--- src/core/tfl_defines.svh ---
// offsets, field positions, reset values and timing counts of the thermal alarm block
`ifndef TFL_DEFINES_SVH
`define TFL_DEFINES_SVH
`define TFL_OFS_STATUS_ONE 8'h02
`define TFL_OFS_STATUS_TWO 8'h03
`define TFL_OFS_OVT_BEHAVIOUR 8'h3f
`define TFL_S1_ALARM_SPEED 0
`define TFL_S1_FAN_FAULT 1
`define TFL_S1_REM1_HIGH 2
`define TFL_S1_REM1_LOW 3
`define TFL_S1_REM_CRIT 4
`define TFL_S1_DIODE_ERR 5
`define TFL_S1_LOC_HIGH 6
`define TFL_S1_LOC_LOW 7
`define TFL_S2_REM2_HIGH 2
`define TFL_S2_REM2_LOW 3
`define TFL_S2_REM2_CRIT 4
`define TFL_S2_LOC_CRIT 6
`define TFL_S2_OVT_INPUT 7
`define TFL_OVT_FAN_EN_BIT 7
`define TFL_FAN_EN_RESET 1'b0
`define TFL_STATUS_RESET 8'h00
`define TFL_DUTY_FULL 4'hf
`define TFL_DUTY_OFF 4'h0
`define TFL_HYST_DEG 9'sd5
`define TFL_TMIN_STEP_SHIFT 2
`define TFL_CLK_MHZ 100
`define TFL_SPIN_UNIT_MS 200
`define TFL_SPIN_UNIT_CYCLES (`TFL_SPIN_UNIT_MS * 1000 * `TFL_CLK_MHZ)
`define TFL_SPIN_UNITS_0 6'd1
`define TFL_SPIN_UNITS_1 6'd2
`define TFL_SPIN_UNITS_2 6'd3
`define TFL_SPIN_UNITS_3 6'd4
`define TFL_SPIN_UNITS_4 6'd5
`define TFL_SPIN_UNITS_5 6'd10
`define TFL_SPIN_UNITS_6 6'd20
`define TFL_SPIN_UNITS_7 6'd40
`endif

--- src/core/tfl_pkg.sv ---
// shared types of the thermal alarm block
`default_nettype none
package tfl_pkg;
    typedef enum logic [1:0] {
        tfl_mode_auto,
        tfl_mode_filtered,
        tfl_mode_direct,
        tfl_mode_rpm
    } tfl_mode_t;
    typedef enum logic [1:0] {
        tfl_fan_off,
        tfl_fan_spinup,
        tfl_fan_run
    } tfl_fan_state_t;
endpackage : tfl_pkg
`default_nettype wire

--- src/core/tfl_fan_loop.sv ---
// automatic fan duty loop with spin-up and hysteresis
`default_nettype none
`include "tfl_defines.svh"
module tfl_fan_loop #(
    parameter int unsigned UNIT_CYCLES = `TFL_SPIN_UNIT_CYCLES
) (
    // clock and reset
    input wire logic clk_in,
    input wire logic reset_in,
    // loop setup
    input wire logic [7:0] temp_in,
    input wire logic [4:0] tmin_code_in,
    input wire logic [7:0] trange_in,
    input wire logic [3:0] min_duty_in,
    input wire logic [2:0] spin_code_in,
    input wire tfl_pkg::tfl_mode_t mode_in,
    input wire logic [3:0] sw_duty_in,
    input wire logic force_full_in,
    // duty
    output logic [3:0] duty_out
);
    if (UNIT_CYCLES < 1) begin : g_bad_unit
        $error("UNIT_CYCLES must be at least one");
    end
    typedef struct packed {
        tfl_pkg::tfl_fan_state_t st;
        logic [31:0] pre;
        logic [5:0] units;
        logic [3:0] duty;
    } tfl_fan_t;
    tfl_fan_t s, next_s;
    logic signed [8:0] t9, tmin9, delta;
    logic [11:0] num, quo;
    logic [7:0] div;
    logic [3:0] calc;
    logic [5:0] spin_units;
    always_comb begin
        t9 = {temp_in[7], temp_in};
        tmin9 = $signed({2'b00, tmin_code_in, 2'b00}); // [RULE21]
        delta = t9 - tmin9;
        div = (trange_in == 8'h00) ? 8'h01 : trange_in;
        num = 12'(delta[7:0]) * 12'(`TFL_DUTY_FULL - min_duty_in);
        quo = num / 12'(div); // [RULE19]
        calc = (quo >= 12'(`TFL_DUTY_FULL - min_duty_in)) ? `TFL_DUTY_FULL :
            4'(min_duty_in + quo[3:0]);
        unique case (spin_code_in) // [RULE22]
            3'h0: spin_units = `TFL_SPIN_UNITS_0;
            3'h1: spin_units = `TFL_SPIN_UNITS_1;
            3'h2: spin_units = `TFL_SPIN_UNITS_2;
            3'h3: spin_units = `TFL_SPIN_UNITS_3;
            3'h4: spin_units = `TFL_SPIN_UNITS_4;
            3'h5: spin_units = `TFL_SPIN_UNITS_5;
            3'h6: spin_units = `TFL_SPIN_UNITS_6;
            3'h7: spin_units = `TFL_SPIN_UNITS_7;
        endcase
        next_s = s;
        unique case (s.st)
            tfl_pkg::tfl_fan_off: begin
                if (t9 > tmin9) begin // [RULE18]
                    next_s.st = tfl_pkg::tfl_fan_spinup;
                    next_s.pre = '0;
                    next_s.units = spin_units;
                end
            end
            tfl_pkg::tfl_fan_spinup: begin
                if (s.pre == 32'(UNIT_CYCLES - 1)) begin
                    next_s.pre = '0;
                    next_s.units = s.units - 6'd1;
                    if (s.units == 6'd1) begin
                        next_s.st = tfl_pkg::tfl_fan_run;
                    end
                end else begin
                    next_s.pre = s.pre + 32'd1;
                end
            end
            tfl_pkg::tfl_fan_run: begin
                if (t9 <= tmin9 - `TFL_HYST_DEG) begin // [RULE20]
                    next_s.st = tfl_pkg::tfl_fan_off;
                end
            end
        endcase
        if (force_full_in) begin
            next_s.duty = `TFL_DUTY_FULL;
        end else if (mode_in == tfl_pkg::tfl_mode_direct) begin // [RULE17]
            next_s.duty = sw_duty_in;
        end else if (s.st == tfl_pkg::tfl_fan_off) begin
            next_s.duty = `TFL_DUTY_OFF;
        end else if (s.st == tfl_pkg::tfl_fan_spinup) begin
            next_s.duty = `TFL_DUTY_FULL; // [RULE18]
        end else begin
            next_s.duty = (t9 > tmin9) ? calc : min_duty_in; // [RULE19]
        end
    end
    always_ff @(posedge clk_in) begin
        if (reset_in) begin
            s <= '0;
        end else begin
            s <= next_s;
        end
    end
    assign duty_out = s.duty;
    chk_spin_full: assert property (@(posedge clk_in) disable iff (reset_in) // [RULE18]
        s.st == tfl_pkg::tfl_fan_spinup && mode_in != tfl_pkg::tfl_mode_direct
        |=> duty_out == `TFL_DUTY_FULL)
        else $error("fan not at full duty during spin-up");
    chk_run_hyst: assert property (@(posedge clk_in) disable iff (reset_in) // [RULE20]
        s.st == tfl_pkg::tfl_fan_run && (t9 > tmin9 - `TFL_HYST_DEG)
        |=> s.st != tfl_pkg::tfl_fan_off)
        else $error("fan stopped inside hysteresis band");
endmodule : tfl_fan_loop
`default_nettype wire

--- src/core/tfl_limit_watch.sv ---
// per-channel limit comparison with critical hysteresis
`default_nettype none
`include "tfl_defines.svh"
module tfl_limit_watch (
    // clock and reset
    input wire logic clk_in,
    input wire logic reset_in,
    // reading and limits
    input wire logic tick_in,
    input wire logic [7:0] temp_in,
    input wire logic [7:0] low_in,
    input wire logic [7:0] high_in,
    input wire logic [7:0] crit_in,
    // results
    output logic high_hit_out,
    output logic low_hit_out,
    output logic crit_hit_out,
    output logic crit_active_out
);
    typedef struct packed {
        logic high_hit;
        logic low_hit;
        logic crit_hit;
        logic crit_active;
        logic armed;
    } tfl_watch_t;
    tfl_watch_t s, next_s;
    logic signed [8:0] t9, crit9, rearm9;
    always_comb begin
        t9 = {temp_in[7], temp_in};
        crit9 = {crit_in[7], crit_in};
        rearm9 = crit9 - `TFL_HYST_DEG;
        next_s = s;
        next_s.high_hit = 1'b0;
        next_s.low_hit = 1'b0;
        next_s.crit_hit = 1'b0;
        if (tick_in) begin
            next_s.high_hit = $signed(temp_in) > $signed(high_in);
            next_s.low_hit = $signed(temp_in) < $signed(low_in);
            if (t9 > crit9) begin
                next_s.crit_active = 1'b1; // [RULE2]
                next_s.crit_hit = s.armed; // [RULE16]
                next_s.armed = 1'b0;
            end else if (t9 <= rearm9) begin
                next_s.crit_active = 1'b0; // [RULE15]
                next_s.armed = 1'b1; // [RULE16]
            end
        end
    end
    always_ff @(posedge clk_in) begin
        if (reset_in) begin
            s <= '0;
            s.armed <= 1'b1;
        end else begin
            s <= next_s;
        end
    end
    assign high_hit_out = s.high_hit;
    assign low_hit_out = s.low_hit;
    assign crit_hit_out = s.crit_hit;
    assign crit_active_out = s.crit_active;
    chk_crit_hold: assert property (@(posedge clk_in) disable iff (reset_in) // [RULE15]
        s.crit_active && tick_in && (t9 > rearm9) |=> s.crit_active)
        else $error("overtemp released above rearm point");
    chk_crit_rearm: assert property (@(posedge clk_in) disable iff (reset_in) // [RULE16]
        tick_in && !s.armed && (t9 > rearm9) |=> !s.crit_hit)
        else $error("critical event raised before rearm");
endmodule : tfl_limit_watch
`default_nettype wire

--- src/core/tfl_thermal_alarm.sv ---
// thermal alarm, status registers, overtemp pin and fan loops
`default_nettype none
`include "tfl_defines.svh"
// Functional notes
// RULE1: limit violation on enabled channel asserts interrupt
// RULE2: critical exceedance pulls overtemp pin, never masked
// RULE3: own overtemp plus override enable forces fans
// RULE4: disabling channel clears and blocks its flags
// RULE5: external overtemp pull sets flag, forces fans
// RULE6: alarm speed flag sets only on entry
// RULE7: fan fault flag sets per tach failure
// RULE8: remote high/low flags, read clear, reassert
// RULE9: local high/low flags behave like remote
// RULE10: remote critical flag, cleared by read
// RULE11: power-up diode error flag is sticky
// RULE12: local critical flag in second status
// RULE13: critical event asserts interrupt and overtemp
// RULE14: status read clears pending, releases interrupt
// RULE15: overtemp held until five degrees below
// RULE16: critical interrupt rearms five degrees below
// RULE17: four selectable fan operating modes; only direct differs here, filtered and rpm run as auto
// RULE18: fan off until start temp, spin-up
// RULE19: duty slope reaches full at start+span
// RULE20: fan keeps running until five below start
// RULE21: start temperature in four degree steps
// RULE22: three-bit spin-up time code per fan
// RULE23: flag set wins over same-cycle read clear
module tfl_thermal_alarm #(
    parameter int unsigned SPIN_UNIT_CYCLES = `TFL_SPIN_UNIT_CYCLES,
    // arbitrary revision code
    parameter logic [3:0] REVISION = 4'h1
) (
    // clock and reset
    input wire logic clk_in,
    input wire logic reset_in,
    // register access
    input wire logic [7:0] reg_addr_in,
    input wire logic reg_wr_in,
    input wire logic [7:0] reg_wdata_in,
    input wire logic reg_rd_in,
    output logic [7:0] reg_rdata_out,
    output logic reg_rvalid_out,
    // readings: index 0 local, 1 remote one, 2 remote two
    input wire logic monitor_tick_in,
    input wire logic [2:0][7:0] temp_in,
    input wire logic [2:0][7:0] limit_low_in,
    input wire logic [2:0][7:0] limit_high_in,
    input wire logic [2:0][7:0] limit_crit_in,
    input wire logic [2:0] channel_enable_in,
    // fault sources
    input wire logic diode_fault_in,
    input wire logic tach_fail_in,
    // fan loop setup: index 0 fan one, 1 fan two
    input wire tfl_pkg::tfl_mode_t mode_in,
    input wire logic [1:0][4:0] tmin_code_in,
    input wire logic [1:0][7:0] trange_in,
    input wire logic [3:0] min_duty_in,
    input wire logic [1:0][2:0] spin_code_in,
    input wire logic [3:0] sw_duty_in,
    // interrupt and overtemp pin
    output logic alarm_irq_n_out,
    input wire logic overtemp_n_in,
    output logic overtemp_n_out,
    output logic overtemp_n_oe_out,
    // fans
    output logic [1:0][3:0] fan_duty_out,
    output logic fan_full_out
);
    if (SPIN_UNIT_CYCLES < 1) begin : g_bad_spin
        $error("SPIN_UNIT_CYCLES must be at least one");
    end

    typedef struct packed {
        logic [7:0] status_one;
        logic [7:0] status_two;
        logic fan_ovr_en;
        logic [7:0] rdata;
        logic rvalid;
        logic alarm_prev;
        logic diode_done;
        logic drive_ovt;
    } tfl_state_t;
    tfl_state_t s, next_s;

    logic [2:0] high_hit, low_hit, crit_hit, crit_active;
    logic ext_pull, fan_full;
    logic rd_one, rd_two;
    logic [7:0] set_one, set_two, clr_one, clr_two, dis_one, dis_two;
    logic [7:0] irq_one, irq_two;

    for (genvar ch = 0; ch < 3; ch++) begin : g_watch
        tfl_limit_watch u_watch (
            .clk_in(clk_in),
            .reset_in(reset_in),
            .tick_in(monitor_tick_in),
            .temp_in(temp_in[ch]),
            .low_in(limit_low_in[ch]),
            .high_in(limit_high_in[ch]),
            .crit_in(limit_crit_in[ch]),
            .high_hit_out(high_hit[ch]),
            .low_hit_out(low_hit[ch]),
            .crit_hit_out(crit_hit[ch]),
            .crit_active_out(crit_active[ch])
        );
    end

    // fan one follows remote one, fan two remote two
    for (genvar f = 0; f < 2; f++) begin : g_fan
        tfl_fan_loop #(
            .UNIT_CYCLES(SPIN_UNIT_CYCLES)
        ) u_fan (
            .clk_in(clk_in),
            .reset_in(reset_in),
            .temp_in(temp_in[f + 1]),
            .tmin_code_in(tmin_code_in[f]),
            .trange_in(trange_in[f]),
            .min_duty_in(min_duty_in),
            .spin_code_in(spin_code_in[f]),
            .mode_in(mode_in),
            .sw_duty_in(sw_duty_in),
            .force_full_in(fan_full),
            .duty_out(fan_duty_out[f])
        );
    end

    always_comb begin
        next_s = s;
        // a low wire while we release it is someone else's pull
        ext_pull = !overtemp_n_in && !s.drive_ovt;
        fan_full = (s.drive_ovt && s.fan_ovr_en) || ext_pull; // [RULE3] [RULE5]
        rd_one = reg_rd_in && (reg_addr_in == `TFL_OFS_STATUS_ONE);
        rd_two = reg_rd_in && (reg_addr_in == `TFL_OFS_STATUS_TWO);

        // event sets, limit and critical ones gated by channel enable
        set_one = '0;
        set_two = '0;
        set_one[`TFL_S1_ALARM_SPEED] = fan_full && !s.alarm_prev; // [RULE6]
        set_one[`TFL_S1_FAN_FAULT] = tach_fail_in; // [RULE7]
        set_one[`TFL_S1_REM1_HIGH] = high_hit[1] && channel_enable_in[1]; // [RULE8]
        set_one[`TFL_S1_REM1_LOW] = low_hit[1] && channel_enable_in[1]; // [RULE8]
        set_one[`TFL_S1_REM_CRIT] = crit_hit[1] && channel_enable_in[1]; // [RULE10]
        set_one[`TFL_S1_DIODE_ERR] = !s.diode_done && diode_fault_in; // [RULE11]
        set_one[`TFL_S1_LOC_HIGH] = high_hit[0] && channel_enable_in[0]; // [RULE9]
        set_one[`TFL_S1_LOC_LOW] = low_hit[0] && channel_enable_in[0]; // [RULE9]
        set_two[`TFL_S2_REM2_HIGH] = high_hit[2] && channel_enable_in[2]; // [RULE8]
        set_two[`TFL_S2_REM2_LOW] = low_hit[2] && channel_enable_in[2]; // [RULE8]
        set_two[`TFL_S2_REM2_CRIT] = crit_hit[2] && channel_enable_in[2];
        set_two[`TFL_S2_LOC_CRIT] = crit_hit[0] && channel_enable_in[0]; // [RULE12]
        set_two[`TFL_S2_OVT_INPUT] = ext_pull; // [RULE5]

        // read clears all but the power-up diode flag
        clr_one = rd_one ? 8'hff : 8'h00; // [RULE14]
        clr_one[`TFL_S1_DIODE_ERR] = 1'b0; // [RULE11]
        clr_two = rd_two ? 8'hff : 8'h00; // [RULE14]

        // disabled channels lose their pending flags
        dis_one = '0;
        dis_two = '0;
        dis_one[`TFL_S1_REM1_HIGH] = !channel_enable_in[1]; // [RULE4]
        dis_one[`TFL_S1_REM1_LOW] = !channel_enable_in[1];
        dis_one[`TFL_S1_REM_CRIT] = !channel_enable_in[1];
        dis_one[`TFL_S1_LOC_HIGH] = !channel_enable_in[0];
        dis_one[`TFL_S1_LOC_LOW] = !channel_enable_in[0];
        dis_two[`TFL_S2_REM2_HIGH] = !channel_enable_in[2]; // [RULE4]
        dis_two[`TFL_S2_REM2_LOW] = !channel_enable_in[2];
        dis_two[`TFL_S2_REM2_CRIT] = !channel_enable_in[2];
        dis_two[`TFL_S2_LOC_CRIT] = !channel_enable_in[0];

        // set wins over the clear of the same cycle
        next_s.status_one = ((s.status_one & ~clr_one) | set_one) & ~dis_one; // [RULE23]
        next_s.status_two = ((s.status_two & ~clr_two) | set_two) & ~dis_two; // [RULE23]

        next_s.alarm_prev = fan_full;
        next_s.diode_done = 1'b1;
        next_s.drive_ovt = |crit_active; // [RULE2] [RULE13]

        // register writes
        if (reg_wr_in && reg_addr_in == `TFL_OFS_OVT_BEHAVIOUR) begin
            next_s.fan_ovr_en = reg_wdata_in[`TFL_OVT_FAN_EN_BIT];
        end

        // register reads, unmapped reads return zero
        next_s.rvalid = reg_rd_in;
        if (reg_rd_in) begin
            unique case (reg_addr_in)
                `TFL_OFS_STATUS_ONE: next_s.rdata = s.status_one;
                `TFL_OFS_STATUS_TWO: next_s.rdata = s.status_two;
                `TFL_OFS_OVT_BEHAVIOUR: next_s.rdata = {s.fan_ovr_en, 3'b000, REVISION};
                default: next_s.rdata = 8'h00;
            endcase
        end
    end

    always_ff @(posedge clk_in) begin
        if (reset_in) begin
            s <= '0;
            s.status_one <= `TFL_STATUS_RESET;
            s.status_two <= `TFL_STATUS_RESET;
            s.fan_ovr_en <= `TFL_FAN_EN_RESET;
        end else begin
            s <= next_s;
        end
    end

    // interrupt sources: limit and critical flags only
    always_comb begin
        irq_one = '0;
        irq_two = '0;
        irq_one[`TFL_S1_REM1_HIGH] = 1'b1;
        irq_one[`TFL_S1_REM1_LOW] = 1'b1;
        irq_one[`TFL_S1_REM_CRIT] = 1'b1;
        irq_one[`TFL_S1_LOC_HIGH] = 1'b1;
        irq_one[`TFL_S1_LOC_LOW] = 1'b1;
        irq_two[`TFL_S2_REM2_HIGH] = 1'b1;
        irq_two[`TFL_S2_REM2_LOW] = 1'b1;
        irq_two[`TFL_S2_REM2_CRIT] = 1'b1;
        irq_two[`TFL_S2_LOC_CRIT] = 1'b1;
    end

    assign alarm_irq_n_out = !(|(s.status_one & irq_one) || |(s.status_two & irq_two)); // [RULE1]
    assign overtemp_n_out = 1'b0;
    assign overtemp_n_oe_out = s.drive_ovt; // [RULE2]
    assign fan_full_out = fan_full;
    assign reg_rdata_out = s.rdata;
    assign reg_rvalid_out = s.rvalid;

    chk_irq_limit: assert property (@(posedge clk_in) disable iff (reset_in) // [RULE1]
        (monitor_tick_in && channel_enable_in[1]
            && $signed(temp_in[1]) > $signed(limit_high_in[1]))
        ##1 channel_enable_in[1] |=> !alarm_irq_n_out)
        else $error("interrupt missing after high limit violation");

    chk_ovt_crit: assert property (@(posedge clk_in) disable iff (reset_in) // [RULE2]
        monitor_tick_in && $signed(temp_in[0]) > $signed(limit_crit_in[0])
        |-> ##2 overtemp_n_oe_out)
        else $error("overtemp pin not driven after critical reading");

    chk_fan_force: assert property (@(posedge clk_in) disable iff (reset_in) // [RULE3]
        overtemp_n_oe_out && s.fan_ovr_en
        |=> fan_duty_out[0] == `TFL_DUTY_FULL && fan_duty_out[1] == `TFL_DUTY_FULL)
        else $error("fans not forced while overtemp driven");

    chk_ext_pull: assert property (@(posedge clk_in) disable iff (reset_in) // [RULE5]
        !overtemp_n_in && !overtemp_n_oe_out
        |=> s.status_two[`TFL_S2_OVT_INPUT] && fan_duty_out[0] == `TFL_DUTY_FULL)
        else $error("external overtemp pull not honoured");

    chk_disable_clear: assert property (@(posedge clk_in) disable iff (reset_in) // [RULE4]
        !channel_enable_in[0]
        |=> !s.status_one[`TFL_S1_LOC_HIGH] && !s.status_one[`TFL_S1_LOC_LOW]
            && !s.status_two[`TFL_S2_LOC_CRIT])
        else $error("disabled channel still flagged");

    chk_read_clear: assert property (@(posedge clk_in) disable iff (reset_in) // [RULE14]
        rd_two && set_two == 8'h00 |=> s.status_two == 8'h00)
        else $error("status two not cleared by read");

    chk_set_wins: assert property (@(posedge clk_in) disable iff (reset_in) // [RULE23]
        set_one != 8'h00 |=> (s.status_one & $past(set_one)) == $past(set_one))
        else $error("status one event lost");

    chk_diode_sticky: assert property (@(posedge clk_in) disable iff (reset_in) // [RULE11]
        s.status_one[`TFL_S1_DIODE_ERR] |=> s.status_one[`TFL_S1_DIODE_ERR])
        else $error("diode error flag cleared");

    chk_alarm_once: assert property (@(posedge clk_in) disable iff (reset_in) // [RULE6]
        s.alarm_prev && fan_full && rd_one
        |=> !s.status_one[`TFL_S1_ALARM_SPEED])
        else $error("alarm speed flag reasserted while at alarm");

    chk_read_data: assert property (@(posedge clk_in) disable iff (reset_in) // [RULE14]
        rd_one |=> reg_rvalid_out && reg_rdata_out == $past(s.status_one))
        else $error("status one read data wrong");
endmodule : tfl_thermal_alarm
`default_nettype wire

--- config.mk ---
export PLATFORM = sky130hd
export DESIGN_NAME = tfl_thermal_alarm
export DESIGN_NICKNAME = d
export VERILOG_FILES = /design/src/core/tfl_pkg.sv /design/src/core/tfl_fan_loop.sv /design/src/core/tfl_limit_watch.sv /design/src/core/tfl_thermal_alarm.sv
export VERILOG_INCLUDE_DIRS = /design/src /design/src/core
export SDC_FILE = /design/constraint.sdc
export NUM_CORES = 1
export LEC_CHECK = 0
export BUFFER_PORTS_ARGS = -buffer_cell sky130_fd_sc_hd__clkbuf_2
export CAP_MARGIN = 20
export CORE_MARGIN = 3
export CORE_UTILIZATION = 55
export CTS_CLUSTER_DIAMETER = 30
export CTS_CLUSTER_SIZE = 14
export DETAILED_ROUTE_END_ITERATION = 12
export PLACE_DENSITY = 0.84
export SYNTH_ARGS = -nofsm -noshare
export SYNTH_HDL_FRONTEND = slang
export SYNTH_HIERARCHICAL = 1
export SYNTH_SLANG_ARGS = --single-unit
--- constraint.sdc ---
create_clock -name clk_in -period 38.5 [get_ports clk_in]
set_clock_uncertainty 0.2 [all_clocks]
set_input_delay 5.775 -clock clk_in [delete_from_list [all_inputs] [get_ports clk_in]]
set_output_delay 5.775 -clock clk_in [all_outputs]
set_load 0.005 [all_outputs]
==> results.cfg <==
[sta]
slew_viol_final = 0
fin_crit_sh_pct = 85.23
max_freq_ghz = 0.03048
final.min_clock_period_ns = 32.81
setup_tns_ns = 0
setup_viol = 0
hold_violations = 0
tightest_slew_ns = 0.8993
slew_headroom_pct = 39.41
rsz0062_at_grt = no

[placed_design]
dp.cells = 2977
place_area_um2 = 20160
hpwlAfterDp_um = 40680
port-buffer-count = 177
globalplace.congestion = 0.9047

[min_path]
whs_path_depth = 2
hold_path.class = reg2reg
hold_start = g_watch[1].u_watch/s[0]

[cts]
cts_resized = 0
root_buffer = clkbuf_16
numCtsBuffers = 17
cts_hold_buf = 0
cts_sinks = 132
cts_max_level = 4
post-cts-setup-buffers = 0
clk_pin_slew_worst_paths_ns = 0.06
clock_latency_ns = 0.41
clock_path_buffers = 2
cts_tree = yes

[yosys]
synth.avg_cell_area_um2 = 7.886
yosys.cell_types.count = 116
yosysTopAreaCell = ha_1
synth_flop_cell = dfxtp_1
synthTopCellsByArea = ha_1, dfxtp_1, nor2_1, inv_1, xor2_1
synth_edf_count = 0
yosys_register_bits = 132
yosys_warnings = 6
async_flop_share_pct = 0
synthCells = 2406
synth.most_common_cell = ha_1
netlist.area_leader.share_pct = 23.41
synth_area_um2 = 18970
ys_seq_area_share_pct = 13.93
synth_common_cells = ha_1, nor2_1, inv_1, dfxtp_1, nand2_1
synthesis.nets = 2954

[worst_setup_path]
cp-endpoint = g_fan[0].u_fan/duty_out[1]
cp.required_ns = 38.56
critical_path.endpoint_type = register
crit_slowest_cell = o21ai_1
reg2reg_slack_ns = 34.86
crit_type = in2reg
reg2reg_to = g_fan[0].u_fan/s[13]
path_common_cell = ha_1
r2r_cells = 10
cp.arrival_ns = 32.87
cp_max_fo = 13
setup.worst_path.start = temp_in[11]
r2r_start = g_fan[0].u_fan/s[10]
critical-path-max-stage-delay_ns = 0.71
crit_path_start_kind = input port

[die]
start_util_pct = 56.16
ios = 186
chipHeight_um = 191.7
core_um2 = 33780
rows = 67
die_w_um = 191.7
die_area_um2 = 36760

[route]
antenna_left = 0
firstDrtPassIters = 6
drt_wl_total_um = 50130
drtIter0Drc = 1061
num_vias = 18380
drc = 0
wl_per_cell_um = 16.64
viasPerCell = 6.100

[final_layout]
final_cells = 3013
final_area_um2 = 20780
finalNetCount = 3097
syn_to_final_growth_pct = 9.522
drive_above_1_share_pct = 13.39

[run_status]
status = complete, no violations

[global_route]
grt_pass1_wl_um = 82520
antenna_found_initial = 7
grt.total_usage_pct = 26.48
grt_pass1_vias = 18280
grt_max_degree = 56
gr-total-overflow = 0

[flow_run]
maxCapViolations = 0
[worst max-delay path: cells and delay by family]
family | cells | cell delay (ns)
and+or+nand+nor | 28 | 4.53
muxes | 2 | 0.61
AOI/OAI and AO/OA | 64 | 14.44
buffers and inverters | 7 | 0.65
adders and majority gates | 19 | 6.56
xor gates and xnor gates | 1 | 0.22
[flip-flops by register name, indices dropped and copies added (netlist names)]
name,flops
g_fan.u_fan/duty_out,8
g_fan.u_fan/s,80
g_watch.u_watch/crit_active_out,3
g_watch.u_watch/crit_hit_out,3
g_watch.u_watch/high_hit_out,3
g_watch.u_watch/low_hit_out,3
g_watch.u_watch/s,3
overtemp_n_oe_out,1
reg_rdata_out,8
reg_rvalid_out,1
s,19
[per-layer routing]
layer | share of wire [%] | GRT usage, % | vias to the layer above
li1 | - | - | 8964
met1 | 42 | 32.32 | 8716
met2 | 49 | 46.93 | 566
met3 | 5.6 | 3.833 | 128
met4 | 2.9 | 10.02 | 6
met5 | 0.082 | 0 | -
[stage by stage]
stage	hold WS [ns]	setup WS, ns	utilization (%)
global route	0.2679	4.000	61.51
finish	0.2297	5.688	61.51
global placement	0.2175	6.449	59.67
floorplan	0.2086	9.242	-
detailed placement	0.2261	5.610	59.67
CTS	0.2354	6.014	61.41
[cell type report]
cell class / instances / area [um^2]
sequential: 132 / 2643
antenna: 3 / 7.507
fill: 2870 / 13000
clock inverter: 10 / 122.6
timing repair buffer: 185 / 965.9
clock buffer: 22 / 464.2
tap: 448 / 560.5
multi-input combinational: 1978 / 15130
inverter: 235 / 882.1
[worst min-delay path by stage]
stage / end / slack [ns]
5_1_grt: g_watch[0].u_watch/crit_hit_out / 0.27
4_1_cts: g_watch[1].u_watch/crit_hit_out / 0.24
3_3_place_gp: g_watch[0].u_watch/crit_hit_out / 0.22
6_report: g_watch[1].u_watch/crit_hit_out / 0.23
3_5_place_dp: g_watch[1].u_watch/crit_hit_out / 0.23
2_1_floorplan: g_watch[0].u_watch/crit_hit_out / 0.21
[cells in the final DEF (no fill, tap or decap), types with 38 or more instances in the layout]
master    instances
inv_1           232
nor2b_1          51
dfxtp_1         132
xnor2_1          64
clkbuf_2        177
nand2b_1         46
nand2_1         119
o21ai_0          96
nand3_1          79
nor3_1           86
o21a_1           64
xor2_1           68
a21oi_1         117
ha_1            355
a21o_1           38
nor2_1          275
[cell families after synthesis]
group | synth area share (%)
mux | 4.366
other cells | 0.01976
xor+xnor | 6.093
buf+inv | 6.304
fa+ha+maj | 26.37
simple gates | 22.52
compound gates | 20.40
flops | 13.93
Power is left out: the tool's default activity adds up to more than one toggle a clock period on the data nets, which glitch-free logic cannot reach.
